<file path="src/design/adc_ctrl_pkg.sv">
package adc_ctrl_pkg;

	// Register byte offsets on the AXI4-Lite port.
	localparam logic [7:0] prio_ctrl_offset    = 8'h00;
	localparam logic [7:0] hw_trig_offset      = 8'h04;
	localparam logic [7:0] mon0_cfg_offset     = 8'h08;
	localparam logic [7:0] mon0_compare_offset = 8'h0c;
	localparam logic [7:0] norm_ctrl_offset    = 8'h10;
	localparam logic [7:0] irq_status_offset   = 8'h14;
	localparam logic [7:0] irq_mask_offset     = 8'h18;

	// Priority control fields.
	localparam int prio_done_pos  = 7;
	localparam int prio_busy_pos  = 6;
	localparam int prio_start_pos = 5;
	localparam int prio_chan_lsb  = 0;

	// Trigger and soft reset fields.
	localparam int prio_src_pos   = 7;
	localparam int prio_hwen_pos  = 6;
	localparam int norm_src_pos   = 5;
	localparam int norm_hwen_pos  = 4;

	// Monitor configuration fields.
	localparam int mon0_dir_pos   = 5;
	localparam int mon0_sel_lsb   = 1;
	localparam int mon0_en_pos    = 0;

	// Normal control fields (block-local).
	localparam int norm_start_pos = 0;
	localparam int norm_busy_pos  = 1;

	// Interrupt status bits.
	localparam int irq_prio_done_pos = 0;
	localparam int irq_norm_done_pos = 1;
	localparam int irq_mon0_pos      = 2;

	localparam logic [1:0] soft_reset_arm  = 2'h2;
	localparam logic [1:0] soft_reset_fire = 2'h1;
	localparam logic [3:0] prio_chan_min   = 4'h4;
	localparam logic [3:0] prio_chan_max   = 4'hb;

	localparam logic [7:0] prio_ctrl_reset  = 8'h00;
	localparam logic [7:0] hw_trig_reset    = 8'h00;
	localparam logic [7:0] mon0_cfg_reset   = 8'h00;
	localparam logic [9:0] mon0_cmp_reset   = 10'h000;
	localparam logic [2:0] irq_mask_reset   = 3'h0;

	// Default conversion time in clocks.
	localparam int conv_cycles_default = 20;

	typedef enum logic [1:0] {
		conv_idle = 2'b00,
		conv_norm = 2'b01,
		conv_prio = 2'b11
	} conv_state_type;

endpackage

</file>
<file path="src/design/adc_priority_trigger_monitor_ctrl.sv">
// The AXI4-Lite slave port and the placing of the registers were decided locally.
`timescale 1ns/1ps

// Overview of operation
// - Completion flag bit 7 is 0 before or during priority conversion, 1 after completion.
// - Reading the priority control register clears the completion flag.
// - Busy flag bit 6 is 1 while a priority conversion runs.
// - Writing 1 to start bit 5 launches a priority conversion; reads as 0.
// - Channel codes 0100 to 1011 select inputs 4 to 11; others prohibited.
// - Priority source bit 7: 0 external trigger, 1 timer five compare 0.
// - Priority hardware enable bit 6 gates hardware priority starts.
// - Normal source bit 5: 0 external trigger, 1 timer six compare 0.
// - Normal hardware enable bit 4 gates hardware normal starts.
// - External trigger used for priority is not accepted for normal starts.
// - Writing 10 then 01 to bits 1-0 performs a software reset.
// - Software reset restores all registers except the conversion clock setting.
// - Monitor direction 0 interrupts on result below compare, 1 on above.
// - Monitor target 0000-0111 picks normal results 0-7; 1xxx picks priority result.
// - Monitor enable bit 0 switches the comparison off or on.
module adc_priority_trigger_monitor_ctrl #(
	parameter int conv_cycles = adc_ctrl_pkg::conv_cycles_default
) (
	input  wire logic         clk,
	input  wire logic         rst_n,
	input  wire logic [7:0]   s_axi_awaddr,
	input  wire logic         s_axi_awvalid,
	output logic              s_axi_awready,
	input  wire logic [31:0]  s_axi_wdata,
	input  wire logic [3:0]   s_axi_wstrb,
	input  wire logic         s_axi_wvalid,
	output logic              s_axi_wready,
	output logic [1:0]        s_axi_bresp,
	output logic              s_axi_bvalid,
	input  wire logic         s_axi_bready,
	input  wire logic [7:0]   s_axi_araddr,
	input  wire logic         s_axi_arvalid,
	output logic              s_axi_arready,
	output logic [31:0]       s_axi_rdata,
	output logic [1:0]        s_axi_rresp,
	output logic              s_axi_rvalid,
	input  wire logic         s_axi_rready,
	input  wire logic         ext_trigger,
	input  wire logic         timer5_compare0,
	input  wire logic         timer6_compare0,
	input  wire logic [9:0]   conv_result,
	input  wire logic [79:0]  normal_results,
	input  wire logic [9:0]   prio_result_register,
	output logic              conv_start,
	output logic [3:0]        conv_channel,
	output logic              conv_is_prio,
	output logic              soft_reset_pulse,
	output logic              irq
);

	logic [3:0]  prio_chan_reg;
	logic        prio_done_reg;
	logic [7:4]  hw_trig_reg;
	logic [5:0]  mon0_cfg_reg;
	logic [9:0]  mon0_cmp_reg;
	logic [3:0]  norm_chan_reg;
	logic [2:0]  irq_status_reg;
	logic [2:0]  irq_mask_reg;
	logic        soft_arm_reg;
	logic        prio_pend_reg;
	logic        norm_pend_reg;
	logic        norm_resume_reg;
	logic [15:0] conv_cnt_reg;
	adc_ctrl_pkg::conv_state_type state_reg;
	adc_ctrl_pkg::conv_state_type state_next;

	logic        aw_held_reg;
	logic        w_held_reg;
	logic [7:0]  aw_addr_reg;
	logic [31:0] w_data_reg;
	logic [3:0]  w_strb_reg;

	// Write channel: address and data are caught independently, then applied together.
	wire aw_take   = s_axi_awvalid && s_axi_awready;
	wire w_take    = s_axi_wvalid && s_axi_wready;
	wire wr_fire   = aw_held_reg && w_held_reg && !s_axi_bvalid;
	wire [7:0] wa  = aw_addr_reg;
	wire [7:0] wd  = w_strb_reg[0] ? w_data_reg[7:0] : 8'h00;
	wire wr_low    = wr_fire && w_strb_reg[0];
	wire wr_hi     = wr_fire && w_strb_reg[1];
	wire wr_prio   = wr_low && (wa == adc_ctrl_pkg::prio_ctrl_offset);
	wire wr_trig   = wr_low && (wa == adc_ctrl_pkg::hw_trig_offset);
	wire wr_mon    = wr_low && (wa == adc_ctrl_pkg::mon0_cfg_offset);
	wire wr_cmp    = wr_fire && (wa == adc_ctrl_pkg::mon0_compare_offset);
	wire wr_norm   = wr_low && (wa == adc_ctrl_pkg::norm_ctrl_offset);
	wire wr_stat   = wr_low && (wa == adc_ctrl_pkg::irq_status_offset);
	wire wr_mask   = wr_low && (wa == adc_ctrl_pkg::irq_mask_offset);
	wire wr_known  = (wa <= adc_ctrl_pkg::irq_mask_offset) && (wa[1:0] == 2'h0);

	// Two-step reset: arm on 10, fire on a following 01.
	wire soft_fire = wr_trig && soft_arm_reg &&
		(wd[1:0] == adc_ctrl_pkg::soft_reset_fire);

	// Read decode.
	wire rd_take   = s_axi_arvalid && s_axi_arready;
	wire [7:0] ra  = s_axi_araddr;
	wire rd_prio   = rd_take && (ra == adc_ctrl_pkg::prio_ctrl_offset);
	wire rd_known  = (ra <= adc_ctrl_pkg::irq_mask_offset) && (ra[1:0] == 2'h0);
	wire prio_busy = (state_reg == adc_ctrl_pkg::conv_prio);
	wire norm_busy = (state_reg == adc_ctrl_pkg::conv_norm) || norm_resume_reg;
	wire [7:0] prio_view = {prio_done_reg, prio_busy, 1'b0, 1'b0, prio_chan_reg};
	wire [31:0] prio_word = {24'h000000, prio_view};
	wire [31:0] trig_word = {24'h000000, hw_trig_reg, 4'h0};
	wire [31:0] mon_word  = {26'h0000000, mon0_cfg_reg};
	wire [31:0] cmp_word  = {22'h000000, mon0_cmp_reg};
	wire [31:0] norm_word = {24'h000000, norm_chan_reg, 2'h0, norm_busy, 1'b0};
	wire [31:0] stat_word = {29'h00000000, irq_status_reg};
	wire [31:0] mask_word = {29'h00000000, irq_mask_reg};
	wire [31:0] rd_word =
		(ra == adc_ctrl_pkg::prio_ctrl_offset)    ? prio_word :
		(ra == adc_ctrl_pkg::hw_trig_offset)      ? trig_word :
		(ra == adc_ctrl_pkg::mon0_cfg_offset)     ? mon_word :
		(ra == adc_ctrl_pkg::mon0_compare_offset) ? cmp_word :
		(ra == adc_ctrl_pkg::norm_ctrl_offset)    ? norm_word :
		(ra == adc_ctrl_pkg::irq_status_offset)   ? stat_word :
		(ra == adc_ctrl_pkg::irq_mask_offset)     ? mask_word :
		32'h00000000;

	// Prohibited channel codes are dropped, keeping the channel already held (priority resets to 0000).
	function automatic logic chan_legal(input logic [3:0] code);
		chan_legal = (code >= adc_ctrl_pkg::prio_chan_min) &&
			(code <= adc_ctrl_pkg::prio_chan_max);
	endfunction

	// Hardware triggers; the external trigger belongs to the priority path when it owns it.
	wire ext_owned_prio = hw_trig_reg[adc_ctrl_pkg::prio_hwen_pos] &&
		!hw_trig_reg[adc_ctrl_pkg::prio_src_pos];
	wire prio_hw_evt = hw_trig_reg[adc_ctrl_pkg::prio_hwen_pos] &&
		(hw_trig_reg[adc_ctrl_pkg::prio_src_pos] ? timer5_compare0 : ext_trigger);
	wire norm_hw_evt = hw_trig_reg[adc_ctrl_pkg::norm_hwen_pos] &&
		(hw_trig_reg[adc_ctrl_pkg::norm_src_pos] ? timer6_compare0 :
		(ext_trigger && !ext_owned_prio));
	wire prio_sw_evt = wr_prio && wd[adc_ctrl_pkg::prio_start_pos];
	wire norm_sw_evt = wr_norm && wd[adc_ctrl_pkg::norm_start_pos];

	// A channel written together with its start bit is the one that gets converted.
	wire prio_chan_ok = wr_prio && chan_legal(wd[3:0]);
	wire norm_chan_ok = wr_norm && chan_legal(wd[7:4]);
	wire [3:0] prio_chan_eff = prio_chan_ok ? wd[3:0] : prio_chan_reg;
	wire [3:0] norm_chan_eff = norm_chan_ok ? wd[7:4] : norm_chan_reg;
	wire prio_req = prio_sw_evt || prio_hw_evt || prio_pend_reg;
	wire norm_req = norm_sw_evt || norm_hw_evt || norm_pend_reg;

	// Conversion sequencer; priority wins every arbitration.
	wire conv_last = (conv_cnt_reg == 16'(conv_cycles - 1));
	wire conv_end  = (state_reg != adc_ctrl_pkg::conv_idle) && conv_last;
	wire prio_end  = conv_end && prio_busy;
	wire norm_end  = conv_end && (state_reg == adc_ctrl_pkg::conv_norm);
	wire preempt   = (state_reg == adc_ctrl_pkg::conv_norm) && prio_req;
	wire go_prio   = prio_req && (state_reg == adc_ctrl_pkg::conv_idle || preempt ||
		conv_end);
	wire go_norm   = !go_prio && (norm_req || norm_resume_reg) &&
		(state_reg == adc_ctrl_pkg::conv_idle || conv_end);

	always_comb begin
		state_next = state_reg;
		if (go_prio) begin
			state_next = adc_ctrl_pkg::conv_prio;
		end else if (go_norm) begin
			state_next = adc_ctrl_pkg::conv_norm;
		end else if (conv_end) begin
			state_next = adc_ctrl_pkg::conv_idle;
		end
	end

	// Monitor 0 compares the chosen result at every normal or priority completion.
	function automatic logic [9:0] pick_result(input logic [3:0] sel, input logic [79:0] n,
		input logic [9:0] p);
		if (sel[3]) begin
			pick_result = p;
		end else begin
			pick_result = n[sel[2:0]*10 +: 10];
		end
	endfunction

	wire [9:0] mon_value = pick_result(mon0_cfg_reg[4:1], normal_results,
		prio_result_register);
	wire mon_hit = mon0_cfg_reg[adc_ctrl_pkg::mon0_dir_pos] ? (mon_value > mon0_cmp_reg) :
		(mon_value < mon0_cmp_reg);
	wire mon_evt = conv_end && mon0_cfg_reg[adc_ctrl_pkg::mon0_en_pos] && mon_hit;
	wire [2:0] irq_set = {mon_evt, norm_end, prio_end};
	wire [2:0] irq_clr = wr_stat ? wd[2:0] : 3'h0;

	// Bus handshake state; never touched by the soft reset so a response always completes.
	always_ff @(posedge clk or negedge rst_n) begin
		if (!rst_n) begin
			aw_held_reg <= 1'b0;
			w_held_reg  <= 1'b0;
			aw_addr_reg <= 8'h00;
			w_data_reg  <= 32'h00000000;
			w_strb_reg  <= 4'h0;
			s_axi_bvalid <= 1'b0;
			s_axi_bresp  <= 2'h0;
			s_axi_rvalid <= 1'b0;
			s_axi_rdata  <= 32'h00000000;
			s_axi_rresp  <= 2'h0;
		end else begin
			if (aw_take) begin
				aw_held_reg <= 1'b1;
				aw_addr_reg <= s_axi_awaddr;
			end
			if (w_take) begin
				w_held_reg <= 1'b1;
				w_data_reg <= s_axi_wdata;
				w_strb_reg <= s_axi_wstrb;
			end
			if (wr_fire) begin
				aw_held_reg  <= 1'b0;
				w_held_reg   <= 1'b0;
				s_axi_bvalid <= 1'b1;
				s_axi_bresp  <= wr_known ? 2'h0 : 2'h2;
			end else if (s_axi_bready) begin
				s_axi_bvalid <= 1'b0;
			end
			if (rd_take) begin
				s_axi_rvalid <= 1'b1;
				s_axi_rdata  <= rd_word;
				s_axi_rresp  <= rd_known ? 2'h0 : 2'h2;
			end else if (s_axi_rready) begin
				s_axi_rvalid <= 1'b0;
			end
		end
	end

	always_comb begin
		s_axi_awready = !aw_held_reg;
		s_axi_wready  = !w_held_reg;
		s_axi_arready = !s_axi_rvalid;
	end

	// Configuration registers; the soft reset returns all of them to reset value.
	always_ff @(posedge clk or negedge rst_n) begin
		if (!rst_n) begin
			prio_chan_reg   <= adc_ctrl_pkg::prio_ctrl_reset[3:0];
			hw_trig_reg     <= adc_ctrl_pkg::hw_trig_reset[7:4];
			mon0_cfg_reg    <= adc_ctrl_pkg::mon0_cfg_reset[5:0];
			mon0_cmp_reg    <= adc_ctrl_pkg::mon0_cmp_reset;
			norm_chan_reg   <= adc_ctrl_pkg::prio_chan_min;
			irq_mask_reg    <= adc_ctrl_pkg::irq_mask_reset;
		end else if (soft_fire) begin
			prio_chan_reg   <= adc_ctrl_pkg::prio_ctrl_reset[3:0];
			hw_trig_reg     <= adc_ctrl_pkg::hw_trig_reset[7:4];
			mon0_cfg_reg    <= adc_ctrl_pkg::mon0_cfg_reset[5:0];
			mon0_cmp_reg    <= adc_ctrl_pkg::mon0_cmp_reset;
			norm_chan_reg   <= adc_ctrl_pkg::prio_chan_min;
			irq_mask_reg    <= adc_ctrl_pkg::irq_mask_reset;
		end else begin
			if (wr_trig) begin
				hw_trig_reg <= wd[7:4];
			end
			if (prio_chan_ok) begin
				prio_chan_reg <= wd[3:0];
			end
			if (norm_chan_ok) begin
				norm_chan_reg <= wd[7:4];
			end
			if (wr_mon) begin
				mon0_cfg_reg <= wd[5:0];
			end
			if (wr_cmp) begin
				mon0_cmp_reg <= {wr_hi ? w_data_reg[9:8] : mon0_cmp_reg[9:8],
					wr_low ? w_data_reg[7:0] : mon0_cmp_reg[7:0]};
			end
			if (wr_mask) begin
				irq_mask_reg <= wd[2:0];
			end
		end
	end

	// Two-step software reset; any write in between disarms it.
	always_ff @(posedge clk or negedge rst_n) begin
		if (!rst_n) begin
			soft_arm_reg     <= 1'b0;
			soft_reset_pulse <= 1'b0;
		end else if (soft_fire) begin
			soft_arm_reg     <= 1'b0;
			soft_reset_pulse <= 1'b1;
		end else begin
			soft_reset_pulse <= 1'b0;
			if (wr_trig) begin
				soft_arm_reg <= (wd[1:0] == adc_ctrl_pkg::soft_reset_arm);
			end else if (wr_fire) begin
				soft_arm_reg <= 1'b0;
			end
		end
	end

	// A new start clears the flag so it never reads done while busy.
	// Completion still wins over a clearing read in the same cycle.
	always_ff @(posedge clk or negedge rst_n) begin
		if (!rst_n) begin
			prio_done_reg <= 1'b0;
		end else if (soft_fire) begin
			prio_done_reg <= 1'b0;
		end else if (go_prio) begin
			prio_done_reg <= 1'b0;
		end else if (prio_end) begin
			prio_done_reg <= 1'b1;
		end else if (rd_prio) begin
			prio_done_reg <= 1'b0;
		end
	end

	// Interrupt status is sticky; an event wins over a write-one clear.
	always_ff @(posedge clk or negedge rst_n) begin
		if (!rst_n) begin
			irq_status_reg <= 3'h0;
			irq            <= 1'b0;
		end else if (soft_fire) begin
			irq_status_reg <= 3'h0;
			irq            <= 1'b0;
		end else begin
			irq_status_reg <= (irq_status_reg & ~irq_clr) | irq_set;
			irq <= |(((irq_status_reg & ~irq_clr) | irq_set) & irq_mask_reg);
		end
	end

	// Sequencer; a preempted normal conversion restarts once the priority one ends.
	always_ff @(posedge clk or negedge rst_n) begin
		if (!rst_n) begin
			prio_pend_reg   <= 1'b0;
			norm_pend_reg   <= 1'b0;
			norm_resume_reg <= 1'b0;
			conv_cnt_reg    <= 16'h0000;
			state_reg       <= adc_ctrl_pkg::conv_idle;
			conv_start      <= 1'b0;
			conv_channel    <= 4'h0;
			conv_is_prio    <= 1'b0;
		end else if (soft_fire) begin
			prio_pend_reg   <= 1'b0;
			norm_pend_reg   <= 1'b0;
			norm_resume_reg <= 1'b0;
			conv_cnt_reg    <= 16'h0000;
			state_reg       <= adc_ctrl_pkg::conv_idle;
			conv_start      <= 1'b0;
			conv_is_prio    <= 1'b0;
		end else begin
			prio_pend_reg <= prio_req && !go_prio;
			norm_pend_reg <= norm_req && !go_norm && !(preempt && norm_pend_reg);
			if (preempt) begin
				norm_resume_reg <= 1'b1;
			end else if (go_norm) begin
				norm_resume_reg <= 1'b0;
			end
			state_reg <= state_next;
			if (go_prio || go_norm) begin
				conv_cnt_reg <= 16'h0000;
			end else if (state_reg != adc_ctrl_pkg::conv_idle) begin
				conv_cnt_reg <= conv_cnt_reg + 16'h0001;
			end
			conv_start <= go_prio || go_norm;
			if (go_prio) begin
				conv_channel <= prio_chan_eff;
			end else if (go_norm) begin
				conv_channel <= norm_chan_eff;
			end
			if (go_prio || go_norm) begin
				conv_is_prio <= go_prio;
			end
		end
	end

endmodule

</file>
<file path="config.mk">
export PLATFORM = sky130hd
export DESIGN_NAME = adc_priority_trigger_monitor_ctrl
export DESIGN_NICKNAME = d
export VERILOG_FILES = /design/src/design/adc_ctrl_pkg.sv /design/src/design/adc_priority_trigger_monitor_ctrl.sv
export SDC_FILE = /design/constraint.sdc
export NUM_CORES = 1
export LEC_CHECK = 0
export BUFFER_PORTS_ARGS = -buffer_cell sky130_fd_sc_hd__buf_4
export CAP_MARGIN = 20
export CORE_MARGIN = 5
export CORE_UTILIZATION = 50
export CTS_CLUSTER_SIZE = 30
export DETAILED_ROUTE_END_ITERATION = 12
export GPL_ROUTABILITY_DRIVEN = 0
export GPL_TIMING_DRIVEN = 0
export HOLD_SLACK_MARGIN = 0.15
export PLACE_DENSITY = 0.9
export SLEW_MARGIN = 30
export SYNTH_ARGS = -nofsm -noshare
export SYNTH_HDL_FRONTEND = slang
export SYNTH_SLANG_ARGS = --single-unit
</file>
<file path="constraint.sdc">
create_clock -name clk -period 3.5 [get_ports clk]
set_input_delay 0.525 -clock clk [delete_from_list [all_inputs] [get_ports clk]]
set_output_delay 0.525 -clock clk [all_outputs]
set_load 0.01 [all_outputs]
</file>
==> impl_results.md, run 1 <==
- Cell taking the most area after synthesis: dfrtp_1
- Power per standard cell area: slightly below 500 nW/um^2
- DP Wirelength: 12910 um
- End of the worst register-to-register path: irq$_DFF_PN0_
- Number of H-tree branching levels: 3
- Antenna violations before repair: 0
- Final std cells w/o fill: between 900 and 1000
- Post-Synthesis Cells: 592
- Critical path capture point type: register
- Number of sinks on the clock net: approximately 100
- Internal reg-to-reg setup slack: roughly 0.32 ns
- PortBufs: about 150
- Post-layout minimum cycle time: 3.179 ns
- CTS Buf Count: 9
- Initial core utilization: 50.52%
- Result of the run: finished, final reports clean
- Max-cap violation count: 0
- Share of post-route cells with drive strength above 1: between 30 and 40%
- Cell Area, Synth: roughly 6000 um^2
- Pin count of the biggest net entering global routing: ~100
- Cell at the root of the clock tree: clkbuf_16
- Worst hold-check path type: in2async
- Wire length after detailed routing: 16500 um
- # nets final: 950
- Setup total negative slack: 0 ns
- Clock tree buffer depth: 2
- Switching power of the nets: about 1.3 mW
- Max FFs per register: 16
- Worst slew margin: between 40% and 50%
- Top cell types by occurrence after synthesis: dfrtp_1, nand2_1, nor2_1, o21ai_0, mux2i_1
- Number of endpoints with negative hold slack in the final report: 0
- Proportion of power drawn by the clock network: about a quarter
- Global-route congestion overflow total: 0
- Yosys warning count: 0
- Final Cycle Share: between 90 and 100%
- Placement-stage cell area: 7400 um^2
- Sequential fraction of design power: a little over two fifths
- # hold bufs at CTS: 0
- Synthesized flop and latch total: 101
- Biggest area contributors in the synthesized netlist: dfrtp_1, mux4_2, mux2_2
- Top_reg_cell synth: dfrtp_1
- Slew at the pin closest to its max-slew limit: slightly below 0.8 ns
- Post-DR vias/cell: between 5 and 6
- Via count of the first global-routing pass: roughly 5400
- Number of DRC markers after the initial detailed-route iteration: 443
- WL/cell: 17.76 um
- Count of unique library cells instantiated by Yosys: 72
- Total via count in the routed design: about 5300
- Clock transition at path regs: roughly 0.080 ns
- Number of filler cells placed in the layout: approximately 960
- Final Instance Area: ~7700 um^2
- Buffer count from post-CTS setup fixing: 0
- Cells after DPL: 913
- I/O pin cnt: between 200 and 250
- Data required, critical path: 3.71 ns
- Critical path arrival: approximately 3.4 ns
- EDFF count, synth: 0
- # diodes: 0
- Die footprint: approximately 14000 um^2
- Peak clock frequency supported by timing: around 0.31 GHz
- Share of total power consumed by net switching: roughly a third
- Top-count cell post-synth: dfrtp_1
- Reg2reg start: mon0_cfg_reg[2]$_DFFE_PN0P_
- Core box area: between 10000 and 15000 um^2
- Launching element type of the critical path: register
- GRT Util Overall: 23.26%
- Finish-stage setup viols: 0
- Antenna-violating nets left: 0
- Part of the Yosys area used for sequential elements: a little over two fifths
- Area Growth Syn to Fin: 28.50%
- Total power: 3.827 mW
- Total internal power: between 2 and 2.5 mW
- Number of cells upsized or downsized after cts: 0
- Setup Crit Path Kind: reg2reg
- Unrepaired setup endpoints after global routing: false
- R2R depth: 11
- Number of design rule violations left after detail routing: 0
- Worst-Skew Late Latency: 0.35 ns
- IR drop worst, VDD: about 0.5 mV
- TritonCTS clock tree: done
- Post-Synthesis Mean Instance Area: between 10 and 15 um^2
- # rows: 40
- Wire length of the first global-routing pass: 26610 um
- Async set or reset register ratio after synthesis: 100.0%
- Combinational cell fraction of total power: 30.9%
- Total count of max-transition violations in the final report: 0
- Highest fanout seen on the critical path: 10
- First-pass detailed-route iteration total: 5
- Fraction of synthesized cell area taken by the top area cell type: between 40% and 50%
- Die span in x: between 100 and 150 um
- Die extent in y: about 120 um
- Static Leakage: 3.568 nW
- Worst Skew: around 0.011 ns
-- cell usage in the layout (no fill, tap or decap), types with 4 or more instances in the layout --
cell type and count:
nor2b_1 6, o21ai_0 35, xor2_1 13, xnor2_1 4, a31oi_1 5, nor3_1 11
o21a_1 4, dfrtp_1 100, and2_1 6, a21oi_1 20, nor4_1 5, buf_2 5
nand2_1 72, o22ai_1 4, mux4_2 20, nor2_1 52, inv_1 21, conb_1 24
a21o_1 4, clkbuf_1 15, and3_1 5, buf_4 175, nand4_1 9, nand2b_1 4
ha_1 11, o31ai_1 7, a22oi_1 6, clkbuf_16 9, nand3_1 10, mux2i_1 26
mux2_2 25, a22o_1 6
-- metal layers --
metal | vias to the layer above | wire length (um) | global-route usage [%]
li1 | 2461 | - | -
met1 | 2565 | 6510 | 30.03
met2 | 232 | 8333 | 39.02
met3 | 31 | 1350 | 5.698
met4 | 0 | 301 | 6.729
met5 | - | 0 | 0
-- worst max path at each step --
| stage | from | to | slack [ns] |
|---|---|---|---|
| 2_1_floorplan | mon0_cfg_reg[1]$_DFFE_PN0P_ | irq$_DFF_PN0_ | 0.67 |
| 4_1_cts | mon0_cfg_reg[1]$_DFFE_PN0P_ | irq$_DFF_PN0_ | 0.31 |
| 3_3_place_gp | mon0_cfg_reg[1]$_DFFE_PN0P_ | irq$_DFF_PN0_ | 0.33 |
| 6_report | mon0_cfg_reg[2]$_DFFE_PN0P_ | irq$_DFF_PN0_ | 0.32 |
| 5_1_grt | mon0_cfg_reg[1]$_DFFE_PN0P_ | irq$_DFF_PN0_ | 0.03 |
| 3_5_place_dp | mon0_cfg_reg[1]$_DFFE_PN0P_ | irq$_DFF_PN0_ | 0.32 |
-- area by class of cell --
| type | count | area [um^2] | area share, % |
|---|---|---|---|
| timing repair buffer | 151 | 1140 | 14.80 |
| sequential | 101 | 2529 | 32.84 |
| clock buffer | 9 | 225.2 | 2.925 |
| clock inverter | 7 | 66.31 | 0.8612 |
| buffer | 50 | 296.5 | 3.851 |
| multi-input combinational | 443 | 3181 | 41.31 |
| inverter | 21 | 78.83 | 1.024 |
| tap | 147 | 183.9 | 2.389 |
-- cells by family (layout without fill, tap and decap cells) --
kind of cell | count (synthesis) | after routing | share of synthesized area (%)
AOI/OAI and AO/OA | 113 | 113 | 12.68
muxes | 71 | 71 | 16.56
xor gates and xnor gates | 17 | 17 | 2.485
adders and majority gates | 11 | 11 | 2.297
buffers and inverters | 71 | 238 | 6.264
and+or+nand+nor | 207 | 207 | 17.46
other | 1 | 24 | 0.06258
DFF | 101 | 101 | 42.20
-- per-stage QoR --
step / hold WS (ns) / util, % / setup slack (ns)
6_report: 0.2336 / 64.92 / 0.3208
5_1_grt: 0.3392 / 64.92 / 0.03085
4_1_cts: 0.3213 / 64.84 / 0.3068
3_5_place_dp: 0.4710 / 62.38 / 0.3170
3_3_place_gp: 0.4641 / 62.35 / 0.3298
2_1_floorplan: 0.2294 / - / 0.6732
-- power by group through the flow --
stage          Sequential (mW)  Clock [mW]  Combinational [mW]
2_1_floorplan             1.61           0               0.794
4_1_cts                   1.66       0.987                1.19
6_report                  1.67       0.974                1.18
3_5_place_dp              1.68           0                1.18
5_1_grt                   1.70        1.03                1.32
3_3_place_gp              1.67           0                1.13
-- worst max-delay path, cell delays in order, from the launching register on --
cell and delay (ns):
dfrtp_1 0.42, buf_1 0.52, mux4_2 0.42, mux2i_1 0.14, o21ai_0 0.10, ha_1 0.31
a21o_1 0.18, a21o_1 0.16, a21o_1 0.19, o21a_1 0.21, o31ai_1 0.24, a31oi_1 0.13
(Power assumes the default switching activity.)
==> run 2, diff against run 1 <==
Settings changed: CORE_ASPECT_RATIO set to 1.4.
==> impl_results.md, run 2 (same netlist as run 1, synthesis figures left out) <==
- Result of the run: finished, final reports clean (unchanged)
- Number of design rule violations left after detail routing: 0 (unchanged)
- Final Instance Area: 7707 um^2 (was 7700 um^2)
- I/O pin cnt: 211 (unchanged)
- IR drop worst, VDD: 0.4296 mV (was 0.4979 mV)
- First-pass detailed-route iteration total: 5 (unchanged)
- Pin count of the biggest net entering global routing: 102 (unchanged)
- Number of cells upsized or downsized after cts: 0 (unchanged)
- Delay of the slowest critical-path stage: 0.58 ns (was 0.52 ns)
- Die extent in y: 139.5 um (was 119.5 um)
- Area used by sequential logic in the layout: 2529 um^2 (unchanged)
- Top library cells by usage in the layout, fill and taps aside: buf_4, dfrtp_1, nand2_1 (unchanged)
- Antenna-violating nets left: 0 (unchanged)
- Number of H-tree branching levels: 3 (unchanged)
- Clock tree buffer depth: 2 (unchanged)
- Power per standard cell area: 504.7 nW/um^2 (was 497.0 nW/um^2)
- Cells after DPL: 913 (unchanged)
- Total power: 3.890 mW (was 3.827 mW)
- Area taken by multi-input logic gates: 3174 um^2 (was 3181 um^2)
- # diodes: 0 (unchanged)
- TritonCTS clock tree: done (unchanged)
- Post-Place Setup Slack: 0.3627 ns (was 0.3170 ns)
- Unrepaired setup endpoints after global routing: false (unchanged)
- Final std cells w/o fill: 929 (unchanged)
- Initial core utilization: 50.69% (was 50.52%)
- Buffer count from post-CTS setup fixing: 0 (unchanged)
- Total via count in the routed design: 5321 (was 5289)
- Post-DR vias/cell: 5.728 (was 5.693)
- Core box area: 11820 um^2 (was 11860 um^2)
- Worst Skew: 0.008853 ns (was 0.01082 ns)
- Die span in x: 102.5 um (was 119.5 um)
- Wire length after detailed routing: 17220 um (was 16500 um)
- Max stage delay cell, worst path: mux4_2 (was buf_1)
- Area Growth Syn to Fin: 28.63% (was 28.50%)
- Data required, critical path: 3.72 ns (was 3.71 ns)
- CTS Buf Count: 9 (unchanged)
- Peak clock frequency supported by timing: 0.3167 GHz (was 0.3145 GHz)
- Number of filler cells placed in the layout: 933 (was 958)
- Final Cycle Share: 90.22% (was 90.83%)
- # nets final: 950 (unchanged)
- Post-layout minimum cycle time: 3.158 ns (was 3.179 ns)
- Static Leakage: 3.574 nW (was 3.568 nW)
- Die footprint: 14300 um^2 (was 14270 um^2)
- WL/cell: 18.53 um (was 17.76 um)
- Number of DRC markers after the initial detailed-route iteration: 400 (was 443)
- Critical path capture point type: register (unchanged)
- DP Wirelength: 13530 um (was 12910 um)
- Finish-stage setup viols: 0 (unchanged)
- Placement-stage cell area: 7400 um^2 (unchanged)
- Clock transition at path regs: 0.07 ns (was 0.08 ns)
- Max FFs per register: 16 (unchanged)
- Final worst setup slack: 0.3422 ns (was 0.3208 ns)
- Share of post-route cells with drive strength above 1: 33.50% (was 33.63%)
- Cell at the root of the clock tree: clkbuf_16 (unchanged)
- Number of endpoints with negative hold slack in the final report: 0 (unchanged)
- Wire length of the first global-routing pass: 27080 um (was 26610 um)
- Slew at the pin closest to its max-slew limit: 0.8666 ns (was 0.7864 ns)
- Worst hold-check path type: in2async (unchanged)
- # hold bufs at CTS: 0 (unchanged)
- Via count of the first global-routing pass: 5263 (was 5377)
- CP most frequent cell: a31oi_1 (was a21o_1)
- Total count of max-transition violations in the final report: 0 (unchanged)
- Launching element type of the critical path: register (unchanged)
- Max-cap violation count: 0 (unchanged)
- GRT Util Overall: 24.24% (was 23.26%)
- Setup Crit Path Kind: reg2reg (unchanged)
- Worst-Skew Late Latency: 0.35 ns (about the same)
- Setup total negative slack: 0 ns (unchanged)
- Antenna violations before repair: 0 (unchanged)
- Critical-path cell list: buf_2 > mux4_2 > mux2i_1 > o21ai_0 > ha_1 > nand4_1 > o21bai_1 > a31oi_1 > nor3_1 > o31ai_1 > a31oi_1 (was buf_1 > mux4_2 > mux2i_1 > o21ai_0 > ha_1 > a21o_1 > a21o_1 > a21o_1 > o21a_1 > o31ai_1 > a31oi_1)
- Global-route congestion overflow total: 0 (unchanged)
- Internal reg-to-reg setup slack: 0.34 ns (was 0.32 ns)
- Most common cell after layout, fill and taps aside: buf_4 (unchanged)
- Number of sinks on the clock net: 101 (unchanged)
- PortBufs: 151 (unchanged)
- Worst slew margin: 41.41% (was 47.57%)
- Highest fanout seen on the critical path: 10 (unchanged)
- Critical path arrival: 3.37 ns (was 3.39 ns)
- # rows: 47 (was 40)
run 2: cell types whose count changed in the layout (fill, tap and decap cells not counted):
cell	before	now
clkinv_4	0	1
nor4b_1	1	2
nor4b_2	1	0
bufinv_16	0	1
clkinv_8	1	0
inv_6	3	2
run 2: where the power goes:
part | leakage [nW] | switching, mW | internal, mW
combinational | 2.11 | 0.604 | 0.593
clock | 0.148 | 0.458 | 0.564
sequential | 1.31 | 0.274 | 1.40
total | 3.57 | 1.34 | 2.55
run 2: final timing paths:
path                                                  start                           to  cells after the start
worst max-delay path            mon0_cfg_reg[1]$_DFFE_PN0P_                irq$_DFF_PN0_                     11
worst min-delay path                                  rst_n  conv_channel[3]$_DFFE_PN0P_                      1
worst max register to register  mon0_cfg_reg[1]$_DFFE_PN0P_                irq$_DFF_PN0_                     11
worst min register to register   s_axi_rdata[7]$_DFFE_PN0P_   s_axi_rdata[7]$_DFFE_PN0P_                      2
max in group asynchronous                             rst_n   s_axi_rdata[3]$_DFFE_PN0P_                      1
min in group clk                               s_axi_bready     s_axi_bvalid$_DFFE_PN0P_                      2
run 2: critical path: cells and delay by family (launching register included):
family | cells | cell delay [ns]
adder cells (fa/ha/maj) | 1 | 0.37
AND/OR/NAND/NOR | 2 | 0.25
flip-flops | 1 | 0.44
multiplexers | 2 | 0.73
buffers and inverters | 1 | 0.36
AO/OA/AOI/OAI | 5 | 0.89
run 2: cell type report:
| class | instances | area share, % |
|---|---|---|
| inverters | 21 | 1.023 |
| well taps | 147 | 2.386 |
| clock buffers | 9 | 2.922 |
| plain buffers | 50 | 3.847 |
| multi-input cells | 443 | 41.19 |
| flip-flops and latches | 101 | 32.81 |
| repair buffers | 151 | 14.79 |
| clock inverters | 7 | 1.039 |
run 2: through the flow:
step / hold slack (ns) / utilization, %
after floorplan: 0.2294 / -
after global placement: 0.4562 / 62.57
after detailed placement: 0.4703 / 62.60
after CTS: 0.3095 / 65.18
after global routing: 0.3178 / 65.21
final: 0.2351 / 65.21
run 2: routing by layer:
metal	up-vias	wire, um	GRT usage [%]
met5	-	0	0
met4	0	806	12.58
met3	65	1270	3.555
met2	269	8677	39.96
met1	2522	6461	30.37
li1	2465	-	-
